### config.mk
export PLATFORM = sky130hd
export DESIGN_NAME = tch_capture_hold
export DESIGN_NICKNAME = d
export VERILOG_FILES = /design/src/pkg/tch_pkg.sv /design/src/pkg/tch_edge_if.sv /design/src/hdl/tch_edge_detect.sv /design/src/hdl/tch_capture_hold.sv
export VERILOG_INCLUDE_DIRS = /design/src /design/src/pkg
export SDC_FILE = /design/constraint.sdc
export NUM_CORES = 1
export LEC_CHECK = 0
export ABC_CLOCK_PERIOD_IN_PS = 2800
export BUFFER_PORTS_ARGS = -buffer_cell sky130_fd_sc_hd__buf_2
export CAP_MARGIN = 20
export CORE_MARGIN = 5
export CORE_UTILIZATION = 33
export CTS_CLUSTER_DIAMETER = 100
export DETAILED_ROUTE_END_ITERATION = 7
export PLACE_DENSITY = 0.5
export SYNTH_ARGS = -nofsm -noshare
export SYNTH_HDL_FRONTEND = slang
export SYNTH_HIERARCHICAL = 1
export SYNTH_SLANG_ARGS = --single-unit
export TNS_END_PERCENT = 1
### constraint.sdc
create_clock -name CLK_I -period 2.8 [get_ports CLK_I]
set_input_delay 0.28 -clock CLK_I [delete_from_list [all_inputs] [get_ports CLK_I]]
set_output_delay 0.28 -clock CLK_I [all_outputs]
set_load 0.02 [all_outputs]
### src/pkg/tch_consts.svh
`ifndef TCH_CONSTS_SVH
`define TCH_CONSTS_SVH

// Register offsets inside the expanded register bank.
`define TCH_OFS_TIMER8_LO_HOLD   4'h4
`define TCH_OFS_TIMER8_HI_HOLD   4'h5
`define TCH_OFS_TIMER16_LO_HOLD  4'h6
`define TCH_OFS_TIMER16_HI_HOLD  4'h7
`define TCH_OFS_TIMER16_CAP_LO   4'h8
`define TCH_OFS_TIMER16_CAP_HI   4'h9
`define TCH_OFS_TIMER8_CAP_LO    4'hA
`define TCH_OFS_TIMER8_CAP_HI    4'hB

// Field positions of the sixteen-bit values.
`define TCH_TIMER16_HI_MSB 15
`define TCH_TIMER16_HI_LSB 8
`define TCH_TIMER16_LO_MSB 7
`define TCH_TIMER16_LO_LSB 0

// Reset values and the answer for addresses this block does not own.
`define TCH_RST_BYTE  8'h00
`define TCH_RST_WORD  16'h0000
`define TCH_UNMAPPED  8'h00

// Pin change to capture strobe, in system clock cycles.
`define TCH_EDGE_LATENCY 3

`endif

### src/pkg/tch_pkg.sv
package tch_pkg;
  // One register byte and the register address within the bank.
  typedef logic [7:0] tch_byte_t;
  typedef logic [3:0] tch_addr_t;
  // Edge selection in demodulation mode, in field order.
  typedef enum logic [1:0] {
    TCH_EDGE_FALL,
    TCH_EDGE_RISE,
    TCH_EDGE_BOTH,
    TCH_EDGE_RSVD
  } tch_edge_e;
endpackage

### src/pkg/tch_edge_if.sv
interface tch_edge_if;
  logic pos_edge;
  logic neg_edge;
  modport src (output pos_edge, output neg_edge);
  modport dst (input pos_edge, input neg_edge);
endinterface

### src/hdl/tch_edge_detect.sv
module tch_edge_detect (
  // Clock and reset.
  input  wire logic clk_i,
  input  wire logic rst_b_i,
  // Demodulator pins, asynchronous to the clock.
  input  wire logic pin_a_i,
  input  wire logic pin_b_i,
  input  wire logic sel_b_i,
  // Edge pulses towards the capture logic.
  tch_edge_if.src   edge_o
);
  logic [1:0] pins;
  logic [1:0] meta_q;
  logic [1:0] sync_q;
  logic       prev_q;
  logic       pos_q;
  logic       neg_q;
  wire  logic level_w;

  assign pins = {pin_b_i, pin_a_i};

  // Each pin passes two flip-flops before any logic looks at it.
  for (genvar g = 0; g < 2; g++) begin : g_sync
    always_ff @(posedge clk_i) begin
      if (!rst_b_i) begin
        meta_q[g] <= 1'b0;
        sync_q[g] <= 1'b0;
      end else begin
        meta_q[g] <= pins[g];
        sync_q[g] <= meta_q[g];
      end
    end
  end

  // Pick the monitored pin.
  assign level_w = sel_b_i ? sync_q[1] : sync_q[0];

  // Compare with the previous level and register one-cycle pulses.
  always_ff @(posedge clk_i) begin
    if (!rst_b_i) begin
      prev_q <= 1'b0;
      pos_q  <= 1'b0;
      neg_q  <= 1'b0;
    end else begin
      prev_q <= level_w;
      pos_q  <= level_w & ~prev_q;
      neg_q  <= ~level_w & prev_q;
    end
  end

  assign edge_o.pos_edge = pos_q;
  assign edge_o.neg_edge = neg_q;

  property p_pulse_excl;
    @(posedge clk_i) disable iff (!rst_b_i) !(pos_q && neg_q);
  endproperty
  a_pulse_excl: assert property (p_pulse_excl) else $error("Both edge pulses high together.");

  property p_pos_cause;
    @(posedge clk_i) disable iff (!rst_b_i) pos_q |-> $past(level_w) && !$past(prev_q);
  endproperty
  a_pos_cause: assert property (p_pos_cause) else $error("Rising pulse without a rising level.");
endmodule

### src/hdl/tch_capture_hold.sv
`include "tch_consts.svh"

// What this block does
// - Falling demod edge loads eight-bit count into high-time capture register.
// - Rising demod edge loads eight-bit count into low-time capture register.
// - Sixteen-bit capture high register takes the counter's most significant byte.
// - Sixteen-bit capture low register takes the counter's least significant byte.
// - Capture registers read captured data; software writes to them are ignored.
// - Read/write high hold byte supplies upper half of sixteen-bit load value.
// - Read/write low hold byte supplies lower half of sixteen-bit load value.
// - Read/write high and low level hold registers set eight-bit counter values.
// - Low level hold register is a full separate eight-bit register.
// - Sixteen-bit hold bytes may change anytime; they act only at the next load.
// - With capture mask set, each eight-bit capture raises an interrupt request.
// - Edge detector watches one of two pins and yields rising or falling pulses.
module tch_capture_hold
  import tch_pkg::*;
#(
  parameter int BYTE_W = 8
) (
  // Clock and reset.
  input  wire logic             CLK_I,
  input  wire logic             RST_B_I,
  // Register file access from the processor core.
  input  wire tch_pkg::tch_addr_t REG_ADDR_I,
  input  wire logic             REG_WR_I,
  input  wire logic             REG_RD_I,
  input  wire tch_pkg::tch_byte_t REG_WDATA_I,
  output logic [7:0]            REG_RDATA_O,
  // Control bits from the timer control registers.
  input  wire logic             DEMOD_MODE_I,
  input  wire logic             DEMOD_SEL_B_I,
  input  wire logic [1:0]       EDGE_SEL_I,
  input  wire logic             CAPTURE_INT_MASK_I,
  // Counter cores.
  input  wire logic [7:0]       TIMER8_COUNT_I,
  input  wire logic [15:0]      TIMER16_COUNT_I,
  input  wire logic             TIMER16_ENABLE_I,
  input  wire logic             TIMER16_MODULO_I,
  input  wire logic             TIMER16_TERMINAL_I,
  output logic [15:0]           TIMER16_LOAD_VALUE_O,
  output logic                  TIMER16_LOAD_O,
  output logic [7:0]            TIMER8_HIGH_LEVEL_O,
  output logic [7:0]            TIMER8_LOW_LEVEL_O,
  // Demodulator pins and capture interrupt request.
  input  wire logic             DEMOD_PIN_A_I,
  input  wire logic             DEMOD_PIN_B_I,
  output logic                  CAPTURE_IRQ_O
);
  import tch_pkg::*;

  if (BYTE_W != 8) begin : g_check
    $error("BYTE_W must be 8.");
  end

  ////////////////////////////////////////////////////////////////////////////////
  // Edge detection.

  tch_edge_if edge_bus ();

  tch_edge_detect tch_edge_detect_i (
    .clk_i   (CLK_I),
    .rst_b_i (RST_B_I),
    .pin_a_i (DEMOD_PIN_A_I),
    .pin_b_i (DEMOD_PIN_B_I),
    .sel_b_i (DEMOD_SEL_B_I),
    .edge_o  (edge_bus.src)
  );

  ////////////////////////////////////////////////////////////////////////////////
  // Decoding.

  tch_edge_e  edge_mode;
  wire  logic rise_ok;
  wire  logic fall_ok;
  wire  logic cap_hi_w;
  wire  logic cap_lo_w;
  wire  logic cap_any_w;
  wire  logic wr_timer8_lo;
  wire  logic wr_timer8_hi;
  wire  logic wr_timer16_lo;
  wire  logic wr_timer16_hi;
  wire  logic load_w;
  logic [7:0] rd_mux;

  // Selected edges in demodulation mode; the reserved code captures nothing.
  assign edge_mode = tch_edge_e'(EDGE_SEL_I);
  assign rise_ok   = (edge_mode == TCH_EDGE_RISE) || (edge_mode == TCH_EDGE_BOTH);
  assign fall_ok   = (edge_mode == TCH_EDGE_FALL) || (edge_mode == TCH_EDGE_BOTH);
  assign cap_hi_w  = DEMOD_MODE_I && fall_ok && edge_bus.neg_edge;
  assign cap_lo_w  = DEMOD_MODE_I && rise_ok && edge_bus.pos_edge;
  assign cap_any_w = cap_hi_w || cap_lo_w;

  // Write strobes; capture offsets have none, so writes there are dropped.
  assign wr_timer8_lo  = REG_WR_I && (REG_ADDR_I == `TCH_OFS_TIMER8_LO_HOLD);
  assign wr_timer8_hi  = REG_WR_I && (REG_ADDR_I == `TCH_OFS_TIMER8_HI_HOLD);
  assign wr_timer16_lo = REG_WR_I && (REG_ADDR_I == `TCH_OFS_TIMER16_LO_HOLD);
  assign wr_timer16_hi = REG_WR_I && (REG_ADDR_I == `TCH_OFS_TIMER16_HI_HOLD);

  ////////////////////////////////////////////////////////////////////////////////
  // Registers.

  logic [7:0]  timer8_lo_hold_q;
  logic [7:0]  timer8_hi_hold_q;
  logic [7:0]  timer16_lo_hold_q;
  logic [7:0]  timer16_hi_hold_q;
  logic [7:0]  timer16_cap_lo_q;
  logic [7:0]  timer16_cap_hi_q;
  logic [7:0]  timer8_cap_lo_q;
  logic [7:0]  timer8_cap_hi_q;
  logic        en_prev_q;
  logic [15:0] load_val_q;
  logic        load_q;
  logic        irq_q;
  logic [7:0]  rdata_q;

  // Sixteen-bit load on enable rise or on terminal count in modulo-N.
  assign load_w = (TIMER16_ENABLE_I && !en_prev_q) ||
                  (TIMER16_ENABLE_I && TIMER16_MODULO_I && TIMER16_TERMINAL_I);

  // Hold registers latch write data on the clock edge.
  always_ff @(posedge CLK_I) begin
    if (!RST_B_I) begin
      timer8_lo_hold_q  <= `TCH_RST_BYTE;
      timer8_hi_hold_q  <= `TCH_RST_BYTE;
      timer16_lo_hold_q <= `TCH_RST_BYTE;
      timer16_hi_hold_q <= `TCH_RST_BYTE;
    end else begin
      if (wr_timer8_lo)  timer8_lo_hold_q  <= REG_WDATA_I;
      if (wr_timer8_hi)  timer8_hi_hold_q  <= REG_WDATA_I;
      if (wr_timer16_lo) timer16_lo_hold_q <= REG_WDATA_I;
      if (wr_timer16_hi) timer16_hi_hold_q <= REG_WDATA_I;
    end
  end

  // Capture registers change only on hardware capture events.
  always_ff @(posedge CLK_I) begin
    if (!RST_B_I) begin
      timer8_cap_hi_q  <= `TCH_RST_BYTE;
      timer8_cap_lo_q  <= `TCH_RST_BYTE;
      timer16_cap_hi_q <= `TCH_RST_BYTE;
      timer16_cap_lo_q <= `TCH_RST_BYTE;
    end else begin
      if (cap_hi_w) timer8_cap_hi_q <= TIMER8_COUNT_I;
      if (cap_lo_w) timer8_cap_lo_q <= TIMER8_COUNT_I;
      if (cap_any_w) begin
        timer16_cap_hi_q <= TIMER16_COUNT_I[`TCH_TIMER16_HI_MSB:`TCH_TIMER16_HI_LSB];
        timer16_cap_lo_q <= TIMER16_COUNT_I[`TCH_TIMER16_LO_MSB:`TCH_TIMER16_LO_LSB];
      end
    end
  end

  // Load value is sampled from the hold bytes only at a load.
  always_ff @(posedge CLK_I) begin
    if (!RST_B_I) begin
      en_prev_q  <= 1'b0;
      load_val_q <= `TCH_RST_WORD;
      load_q     <= 1'b0;
      irq_q      <= 1'b0;
    end else begin
      en_prev_q <= TIMER16_ENABLE_I;
      load_q    <= load_w;
      if (load_w) load_val_q <= {timer16_hi_hold_q, timer16_lo_hold_q};
      irq_q     <= cap_any_w && CAPTURE_INT_MASK_I;
    end
  end

  // Read data selection; capture registers return their captured bytes.
  assign rd_mux = (REG_ADDR_I == `TCH_OFS_TIMER8_LO_HOLD)  ? timer8_lo_hold_q  :
                  (REG_ADDR_I == `TCH_OFS_TIMER8_HI_HOLD)  ? timer8_hi_hold_q  :
                  (REG_ADDR_I == `TCH_OFS_TIMER16_LO_HOLD) ? timer16_lo_hold_q :
                  (REG_ADDR_I == `TCH_OFS_TIMER16_HI_HOLD) ? timer16_hi_hold_q :
                  (REG_ADDR_I == `TCH_OFS_TIMER16_CAP_LO)  ? timer16_cap_lo_q  :
                  (REG_ADDR_I == `TCH_OFS_TIMER16_CAP_HI)  ? timer16_cap_hi_q  :
                  (REG_ADDR_I == `TCH_OFS_TIMER8_CAP_LO)   ? timer8_cap_lo_q   :
                  (REG_ADDR_I == `TCH_OFS_TIMER8_CAP_HI)   ? timer8_cap_hi_q   :
                  `TCH_UNMAPPED;

  // Read answer is registered and holds until the next read.
  always_ff @(posedge CLK_I) begin
    if (!RST_B_I) begin
      rdata_q <= `TCH_RST_BYTE;
    end else if (REG_RD_I) begin
      rdata_q <= rd_mux;
    end
  end

  assign REG_RDATA_O          = rdata_q;
  assign TIMER16_LOAD_VALUE_O = load_val_q;
  assign TIMER16_LOAD_O       = load_q;
  assign TIMER8_HIGH_LEVEL_O  = timer8_hi_hold_q;
  assign TIMER8_LOW_LEVEL_O   = timer8_lo_hold_q;
  assign CAPTURE_IRQ_O        = irq_q;

  ////////////////////////////////////////////////////////////////////////////////
  // Assertions.

  property p_cap_hi;
    @(posedge CLK_I) disable iff (!RST_B_I) cap_hi_w |=> timer8_cap_hi_q == $past(TIMER8_COUNT_I);
  endproperty
  a_cap_hi: assert property (p_cap_hi) else $error("High-time capture missed.");

  property p_cap_lo;
    @(posedge CLK_I) disable iff (!RST_B_I) cap_lo_w |=> timer8_cap_lo_q == $past(TIMER8_COUNT_I);
  endproperty
  a_cap_lo: assert property (p_cap_lo) else $error("Low-time capture missed.");

  property p_cap16_hi;
    @(posedge CLK_I) disable iff (!RST_B_I) cap_any_w |=> timer16_cap_hi_q == $past(TIMER16_COUNT_I[15:8]);
  endproperty
  a_cap16_hi: assert property (p_cap16_hi) else $error("Sixteen-bit high byte wrong.");

  property p_cap16_lo;
    @(posedge CLK_I) disable iff (!RST_B_I) cap_any_w |=> timer16_cap_lo_q == $past(TIMER16_COUNT_I[7:0]);
  endproperty
  a_cap16_lo: assert property (p_cap16_lo) else $error("Sixteen-bit low byte wrong.");

  property p_cap_ro;
    @(posedge CLK_I) disable iff (!RST_B_I)
      (REG_WR_I && REG_ADDR_I == `TCH_OFS_TIMER8_CAP_HI && !cap_hi_w) |=> $stable(timer8_cap_hi_q);
  endproperty
  a_cap_ro: assert property (p_cap_ro) else $error("Write changed a capture register.");

  property p_load_val;
    @(posedge CLK_I) disable iff (!RST_B_I)
      load_w |=> TIMER16_LOAD_O && TIMER16_LOAD_VALUE_O == {$past(timer16_hi_hold_q), $past(timer16_lo_hold_q)};
  endproperty
  a_load_val: assert property (p_load_val) else $error("Load value differs from hold bytes.");

  property p_load_hold;
    @(posedge CLK_I) disable iff (!RST_B_I) !load_w |=> $stable(TIMER16_LOAD_VALUE_O);
  endproperty
  a_load_hold: assert property (p_load_hold) else $error("Load value moved without a load.");

  property p_lvl_sep;
    @(posedge CLK_I) disable iff (!RST_B_I)
      wr_timer8_lo |=> TIMER8_LOW_LEVEL_O == $past(REG_WDATA_I) && $stable(TIMER8_HIGH_LEVEL_O);
  endproperty
  a_lvl_sep: assert property (p_lvl_sep) else $error("Level hold registers not separate.");

  property p_irq;
    @(posedge CLK_I) disable iff (!RST_B_I) CAPTURE_IRQ_O |-> $past(cap_any_w) && $past(CAPTURE_INT_MASK_I);
  endproperty
  a_irq: assert property (p_irq) else $error("Interrupt without masked-in capture.");

  property p_read;
    @(posedge CLK_I) disable iff (!RST_B_I)
      (REG_RD_I && REG_ADDR_I == `TCH_OFS_TIMER16_HI_HOLD && !wr_timer16_hi) |=> REG_RDATA_O == timer16_hi_hold_q;
  endproperty
  a_read: assert property (p_read) else $error("Read answer not ready in one cycle.");

  c_cap_hi: cover property (@(posedge CLK_I) disable iff (!RST_B_I) cap_hi_w);
  c_cap_lo: cover property (@(posedge CLK_I) disable iff (!RST_B_I) cap_lo_w ##[1:50] cap_hi_w);
  c_modulo: cover property (@(posedge CLK_I) disable iff (!RST_B_I) TIMER16_TERMINAL_I && TIMER16_MODULO_I && load_w);
  c_irq:    cover property (@(posedge CLK_I) disable iff (!RST_B_I) CAPTURE_IRQ_O);
endmodule

==> impl_results.md, run 1 <==
- Global-route wire length before repair: just under 20 mm
- Leakage: around 2 nW
- Die Y: 124.5 um
- DRT Pass-1 Iters: 4
- Clock slew at reported path FFs: around 0.06 ns
- Number of post-CTS setup repair buffers: 0
- Final instance count without filler cells: about 720
- Required @ worst endpoint: 3.07 ns
- M1 WL: between 5 and 6 mm
- Delay-heaviest family, CP: simple AND/OR/NAND/NOR gates
- Layout cells sized above 1: 0.2440
- Post-synthesis sequential area ratio: 0.4536
- N_diodes: 0
- R2R setup slack: 1.22 ns
- Core area: 12,720 um^2
- Synth-to-layout area growth: 19.61%
- WS Path Type: input pin to register
- Final Hold Viols: 0
- Die width: 124.5 um
- Compound-Gate Fraction of Synth Area: 0.1594
- HPWL after DPL: 9.040 mm
- Post-route DRC violation count: 0
- Hold crit path type: input pin to register
- Fin util: 0.4067
- Crit path cell chain: buf_2 -> inv_1 -> ha_1 -> o211ai_1 -> and2_1 -> nand2_1 -> a21boi_0
- Max FFs per register: 16
- Combinational family with the most area after synthesis: simple AND/OR/NAND/NOR gates
- Clk sinks: 98
- CTS tree: built
- Place WS: ~0.74 ns
- Nets@finish: approximately 590
- Cell row count: a little over 40
- Synth Cell Area: between 4000 and 5000 um^2
- Crit. Startpoint: EDGE_SEL_I[0]
- R2R cell count: 4
- Crit-path max cell delay: ~0.59 ns
- Final period utilization: 0.6025
- RSZ-0062 raised after global routing: false
- Outcome: finished clean
- Post-CTS Hold Buffers: 0
- Worst Path Buf+Inv: 2
- Largest net degree at the start of global routing: 44
- Met2 routed wirelength: between 5 and 6 mm
- Post-synth EDFFs: 0
- DP Cell Count: ~700
- Crit-path slowest cell: and2_1
- CP arrival: roughly 2.0 ns
- Root Driver: clkbuf_16
- Xor/xnor share of the synthesized area: 0
- Commonest register cell after synthesis: dfxtp_1
- Synth Instances: between 400 and 500
- Finish-stage setup viols: 0
- FF+latch count, synth: 98
- Adder-cell share of the synthesized area: 0.005785
- Fin Setup TNS: 0 ns
- Relative slew slack: 0.5360
- Distinct cells, synth: 41
- Critical path endpoint: timer16_cap_lo_q[6]
- Synth Net Count: ~520
- Fin crit period: 1.687 ns
- Startpoint Class: input pin
- Syn_area_per_cell: ~9.3 um^2
- Drt wl/cell: roughly 16 um
- CP endpoint kind: register
- Vias per cell: slightly below 5
- Die area: ~15,000 um^2
- Max-slew violation count: 0
- IO Port Bufs: between 90 and 100
- Pin slew with the least headroom to its limit: between 0.6 and 0.7 ns
- Fin area: between 5000 and 6000 um^2
- GRT Overall Usage: 0.1561
- Vias in the first global route: roughly 3,500
- Vias: between 3,000 and 4,000
- I/O pin cnt: slightly above 90
- RR Startpoint: tch_edge_detect_i/edge_o.pos_edge
- Worst R2R End: timer16_cap_hi_q[3]
- Max Freq: 592.8 MHz
- Critical path depth: 7
- Top routing layer in use: met4
- Yosys warns: 6
- Total CTS buffers: 9
- Total Routed Length: roughly 12 mm
- ANT nets after route: 0
- Post-Synth Simple-Gate Area: 0.2178
- WL met3: between 500 and 600 um
- P per Cell Area: between 500 and 600 nW/um^2
- MaxCap Viol Count: 0
- Clock Path Buffers: 2
- Post-cts sizing count: 0
- Final WS setup: ~1.1 ns
- Maximum VDD drop: 0.0003121 V
- Mux cell area share after synthesis: 0.1174
- Crit path max fanout: 16
- Asr flop ratio synth: 0
- Clk_skew: 0.004918 ns
- Grt ovf: 0
- Area after DPL: approximately 5000 um^2
- Initial antenna violation count: 0
- Clk Latency, worst-skew pair: ~0.34 ns
- Routability cong.: around 0.83
- First DRT Iteration DRCs: 176
- H-tree Lvls: 3
- Initial Util: 0.3400
metrics by stage:
| step | hold slack [ns] | total power, W |
|---|---|---|
| after floorplan | 0.3891 | 0.001604 |
| after detailed placement | 0.4044 | 0.001694 |
| after global placement | 0.4000 | 0.001691 |
| after CTS | 0.1228 | 0.002969 |
| after global routing | 0.1374 | 0.003057 |
| final | 0.1355 | 0.002924 |
routing by layer:
| metal | vias up | GRT usage |
|---|---|---|
| li1 | 1760 | - |
| met1 | 1615 | 0.2066 |
| met2 | 85 | 0.2452 |
| met3 | 14 | 0.04031 |
| met4 | 0 | 0.05738 |
| met5 | - | 0 |
worst min-delay path by stage:
stage               cells past startpoint                      from                                 to  slack, ns
floorplan                               1  tch_edge_detect_i/prev_q  tch_edge_detect_i/edge_o.pos_edge       0.39
global placement                        1  tch_edge_detect_i/prev_q  tch_edge_detect_i/edge_o.pos_edge       0.40
detailed placement                      1  tch_edge_detect_i/prev_q  tch_edge_detect_i/edge_o.pos_edge       0.40
CTS                                     2             DEMOD_PIN_A_I        tch_edge_detect_i/meta_q[0]       0.12
global route                            2             DEMOD_PIN_A_I        tch_edge_detect_i/meta_q[0]       0.14
finish                                  2             DEMOD_PIN_A_I        tch_edge_detect_i/meta_q[0]       0.14
layout by cell type (no fill, tap or decap), drive strengths merged, types with 2 or more instances in the layout:
| master | instances |
|---|---|
| a21boi | 49 |
| a21oi | 15 |
| a221oi | 2 |
| a22oi | 4 |
| a31oi | 4 |
| a32o | 2 |
| and2 | 9 |
| and3 | 5 |
| buf | 98 |
| clkbuf | 12 |
| clkinv | 2 |
| dfxtp | 98 |
| ha | 2 |
| inv | 6 |
| mux2 | 8 |
| mux2i | 35 |
| mux4 | 3 |
| nand2 | 89 |
| nand3 | 31 |
| nand3b | 3 |
| nor2 | 5 |
| nor2b | 37 |
| nor4b | 2 |
| o211ai | 6 |
| o221a | 4 |
| o31ai | 2 |
kinds of logic after synthesis:
kind of cell / after synthesis
multiplexers: 46
AND/OR/NAND/NOR: 186
flip-flops: 98
buffers and inverters: 40
adder cells (fa/ha/maj): 2
AO/OA/AOI/OAI: 94
power breakdown:
group          internal, W  total [W]  switching (W)
logic            0.0000929   0.000228       0.000135
clock network     0.000742    0.00126       0.000523
registers          0.00142    0.00143      0.0000146
total              0.00225    0.00292       0.000673
cell usage after synthesis, types with 2 or more instances:
cell type / number / share of area
a31oi_1: 4 / 0.0058
o221a_2: 4 / 0.010
o31ai_1: 2 / 0.0035
inv_1: 5 / 0.0043
a221oi_1: 2 / 0.0041
nand3_1: 31 / 0.036
nand3b_1: 3 / 0.0052
o211ai_1: 6 / 0.010
nor2b_1: 37 / 0.054
a22oi_1: 4 / 0.0069
buf_2: 8 / 0.0093
ha_1: 2 / 0.0058
buf_4: 8 / 0.014
and3_1: 5 / 0.0072
a32o_1: 2 / 0.0046
mux4_2: 3 / 0.016
mux2_2: 8 / 0.021
nor2_1: 5 / 0.0043
and2_1: 9 / 0.013
a21oi_1: 15 / 0.017
a21boi_0: 49 / 0.085
mux2i_1: 35 / 0.081
dfxtp_1: 98 / 0.45
nand2_1: 89 / 0.077
clkbuf_1: 16 / 0.014
cell type report:
cell class                      count  area (um^2)
Fill cell                        1341         7548
Multi-Input combinational cell    328         2165
Sequential cell                    98         1962
Timing Repair Buffer               98        508.0
Clock buffer                       12        256.5
Tap cell                          172        215.2
Clock inverter                      4        48.80
Inverter                            5        18.77
No activity file was read; power rests on OpenSTA's default activity.
==> run 2, diff against run 1 <==
--- a/config.mk
+++ b/config.mk
@@ -6,7 +6,8 @@
 export SDC_FILE = /design/constraint.sdc
 export NUM_CORES = 1
 export LEC_CHECK = 0
-export ABC_CLOCK_PERIOD_IN_PS = 2800
+export ABC_AREA = 1
+export ABC_CLOCK_PERIOD_IN_PS = 1600
 export BUFFER_PORTS_ARGS = -buffer_cell sky130_fd_sc_hd__buf_2
 export CAP_MARGIN = 20
 export CORE_MARGIN = 5
==> constraint.sdc (replaced) <==
create_clock -name CLK_I -period 1.6 [get_ports CLK_I]
set_input_delay 0.16 -clock CLK_I [delete_from_list [all_inputs] [get_ports CLK_I]]
set_output_delay 0.16 -clock CLK_I [all_outputs]
set_load 0.02 [all_outputs]
==> run 2 against run 1 <==
Combinational power grew 120%. First-iteration DRC count grew 11%. Non-clock buffer count grew 6. Count of clock-buffer cells in the layout shrank 1. Core utilization grew 0.89 points. Sequential power grew 80%. Largest power group unchanged.
==> impl_results.md, run 2 <==
- Hold crit path type: input pin to register
- Crit-path slowest cell: dfxtp_1
- Final instance count without filler cells: 770
- Yosys warns: 6
- Max Freq: ~810 MHz
- MaxCap Viol Count: 0
- Fin area: 4991 um^2
- Final WS setup: around 0.37 ns
- Final period utilization: 0.7714
- N_diodes: 0
- Die area: 14,520 um^2
- Synth-to-layout area growth: 23.88%
- Startpoint Class: register
- Synth Instances: 527
- Clk_skew: around 0.011 ns
- DRT Pass-1 Iters: 4
- Die Y: between 100 and 150 um
- WS Path Type: register to register
- Grt ovf: 0
- RSZ-0062 raised after global routing: false
- Total Routed Length: 11.34 mm
- Nets@finish: 670
- Fin Setup TNS: 0 ns
- Place WS: -0.3104 ns
- Clock slew at reported path FFs: 0.07 ns
- Worst Path Buf+Inv: 2
- Initial antenna violation count: 1
- First DRT Iteration DRCs: just under 200
- Layout cells sized above 1: 0.2343
- Vias in the first global route: 3,535
- Syn_area_per_cell: about 7.6 um^2
- Hold Worst Slack: roughly 0.015 ns
- IO Port Bufs: between 90 and 100
- Most area-hungry cell type in the Yosys netlist: dfxtp_1
- Crit-path max cell delay: just over 0.3 ns
- GRT Overall Usage: 0.1613
- Hold Crit Depth: 3
- Crit path max fanout: 25
- Drt wl/cell: 14.73 um
- Global-route wire length before repair: about 18 mm
- Post-synth EDFFs: 0
- Critical path depth: 6
- Synth Net Count: about 580
- Required @ worst endpoint: roughly 1.8 ns
- Pin slew with the least headroom to its limit: slightly below 0.5 ns
- Post-synthesis sequential area ratio: 0.4870
- H-tree Lvls: 3
- Outcome: finished clean
- Initial Util: 0.3354
- Relative slew slack: 0.6723
- Top cell type's share of synthesized area: 0.4870
- FF+latch count, synth: 98
- CTS tree: built
- Post-route DRC violation count: 0
- ANT nets after route: 0
- Total CTS buffers: 9
- Synth Cell Area: a little over 4000 um^2
- I/O pin cnt: a little over 90
- Largest net degree at the start of global routing: 32
- Root Driver: clkbuf_16
- HPWL after DPL: 8.597 mm
- Crit path cell chain: nand3_1 -> nand2_2 -> inv_1 -> buf_12 -> o21ai_0 -> a21oi_1
- Clk Latency, worst-skew pair: 0.35 ns
- P per Cell Area: between 1000 and 1500 nW/um^2
- CP arrival: between 1 and 1.5 ns
- Max-slew violation count: 0
- Asr flop ratio synth: 0
- Fin crit period: around 1.2 ns
- Delay-heaviest family, CP: flip-flops
- Commonest register cell after synthesis: dfxtp_1
- Leakage: ~2.1 nW
- Fill count: roughly 1,300
- Area after DPL: 4651 um^2
- Max FFs per register: 16
- Commonest cells in the netlist: 98 x dfxtp_1, 73 x a21oi_1, 70 x o21ai_0, 58 x inv_1, 57 x nand2_1
- Vias per cell: 4.747
- Clk sinks: ~100
- CP endpoint kind: register
- Cell with the most instances after synthesis: dfxtp_1
- R2R cell count: 6
- Top post-synthesis cells by area: dfxtp_1 49%, a21oi_1 9.1%, o21ai_0 8.7%
- Maximum VDD drop: 0.0005141 V
- Routability cong.: 0.8466
- Cell row count: 40
- Commonest cells after routing, fill and taps aside: 98 x dfxtp_1, 91 x buf_2, 73 x a21oi_1, 70 x o21ai_0, 58 x inv_1
- Finish-stage setup viols: 0
- Core area: 12,010 um^2
- Vias: about 3,700
- DP Cell Count: ~750
- Commonest non-fill, non-tap cell in the layout: dfxtp_1
- Clock Path Buffers: 2
- Final Hold Viols: 0
- Die width: roughly 120 um
- Distinct cells, synth: 27
run 2: final cells by class:
type | instances | area, um^2 | share of cell area
tap | 147 | 183.9 | 0.03685
multi-input combinational | 341 | 1689 | 0.3384
inverter | 64 | 245.2 | 0.04914
timing repair buffer | 104 | 595.6 | 0.1193
clock buffer | 11 | 252.7 | 0.05064
sequential | 98 | 1962 | 0.3931
clock inverter | 5 | 62.56 | 0.01253
run 2: final timing paths:
kind / startpoint / to / slack, ns
max reg2reg: tch_edge_detect_i/edge_o.pos_edge / timer16_cap_lo_q[3] / 0.37
max: tch_edge_detect_i/edge_o.pos_edge / timer16_cap_lo_q[3] / 0.37
min: TIMER16_ENABLE_I / en_prev_q / 0.02
min reg2reg: tch_edge_detect_i/meta_q[0] / tch_edge_detect_i/sync_q[0] / 0.42
run 2: power breakdown:
part	total [W]	switching, W	internal, W
sequential	0.00257	0.0000422	0.00252
clock	0.00226	0.000961	0.00130
combinational	0.000496	0.000321	0.000175
run 2: cell families after synthesis:
group,synth area share
flops,0.4870
buf+inv,0.09503
compound gates,0.1988
fa+ha+maj,0.006210
simple gates,0.2130
run 2: per-layer routing:
metal,track usage,vias up,wire [um]
met1,0.2269,1626,5684
met2,0.2295,96,4783
li1,-,1915,-
met4,0.07790,2,241
met5,0,-,13
met3,0.04022,16,620
run 2: worst reg2reg max path: cells and delay by family, from the launching register on:
kind	cells	cell delay, ns
DFF	1	0.31
AOI/OAI and AO/OA	2	0.26
and+or+nand+nor	2	0.30
buffers and inverters	2	0.26
run 2: timing repair:
item                                   in CTS  in global routing
endpoints found under the hold margin       2                  0
setup buffers                               0                  0
hold buffers                                2                  0
resized for setup                           0                  1
setup endpoints to repair                   0                  8
run 2: through the flow:
step                  util  total power (W)
floorplan                -         0.002907
global placement    0.3872         0.003110
detailed placement  0.3872         0.003115
CTS                 0.4151         0.005390
global route        0.4155         0.005567
finish              0.4155         0.005326
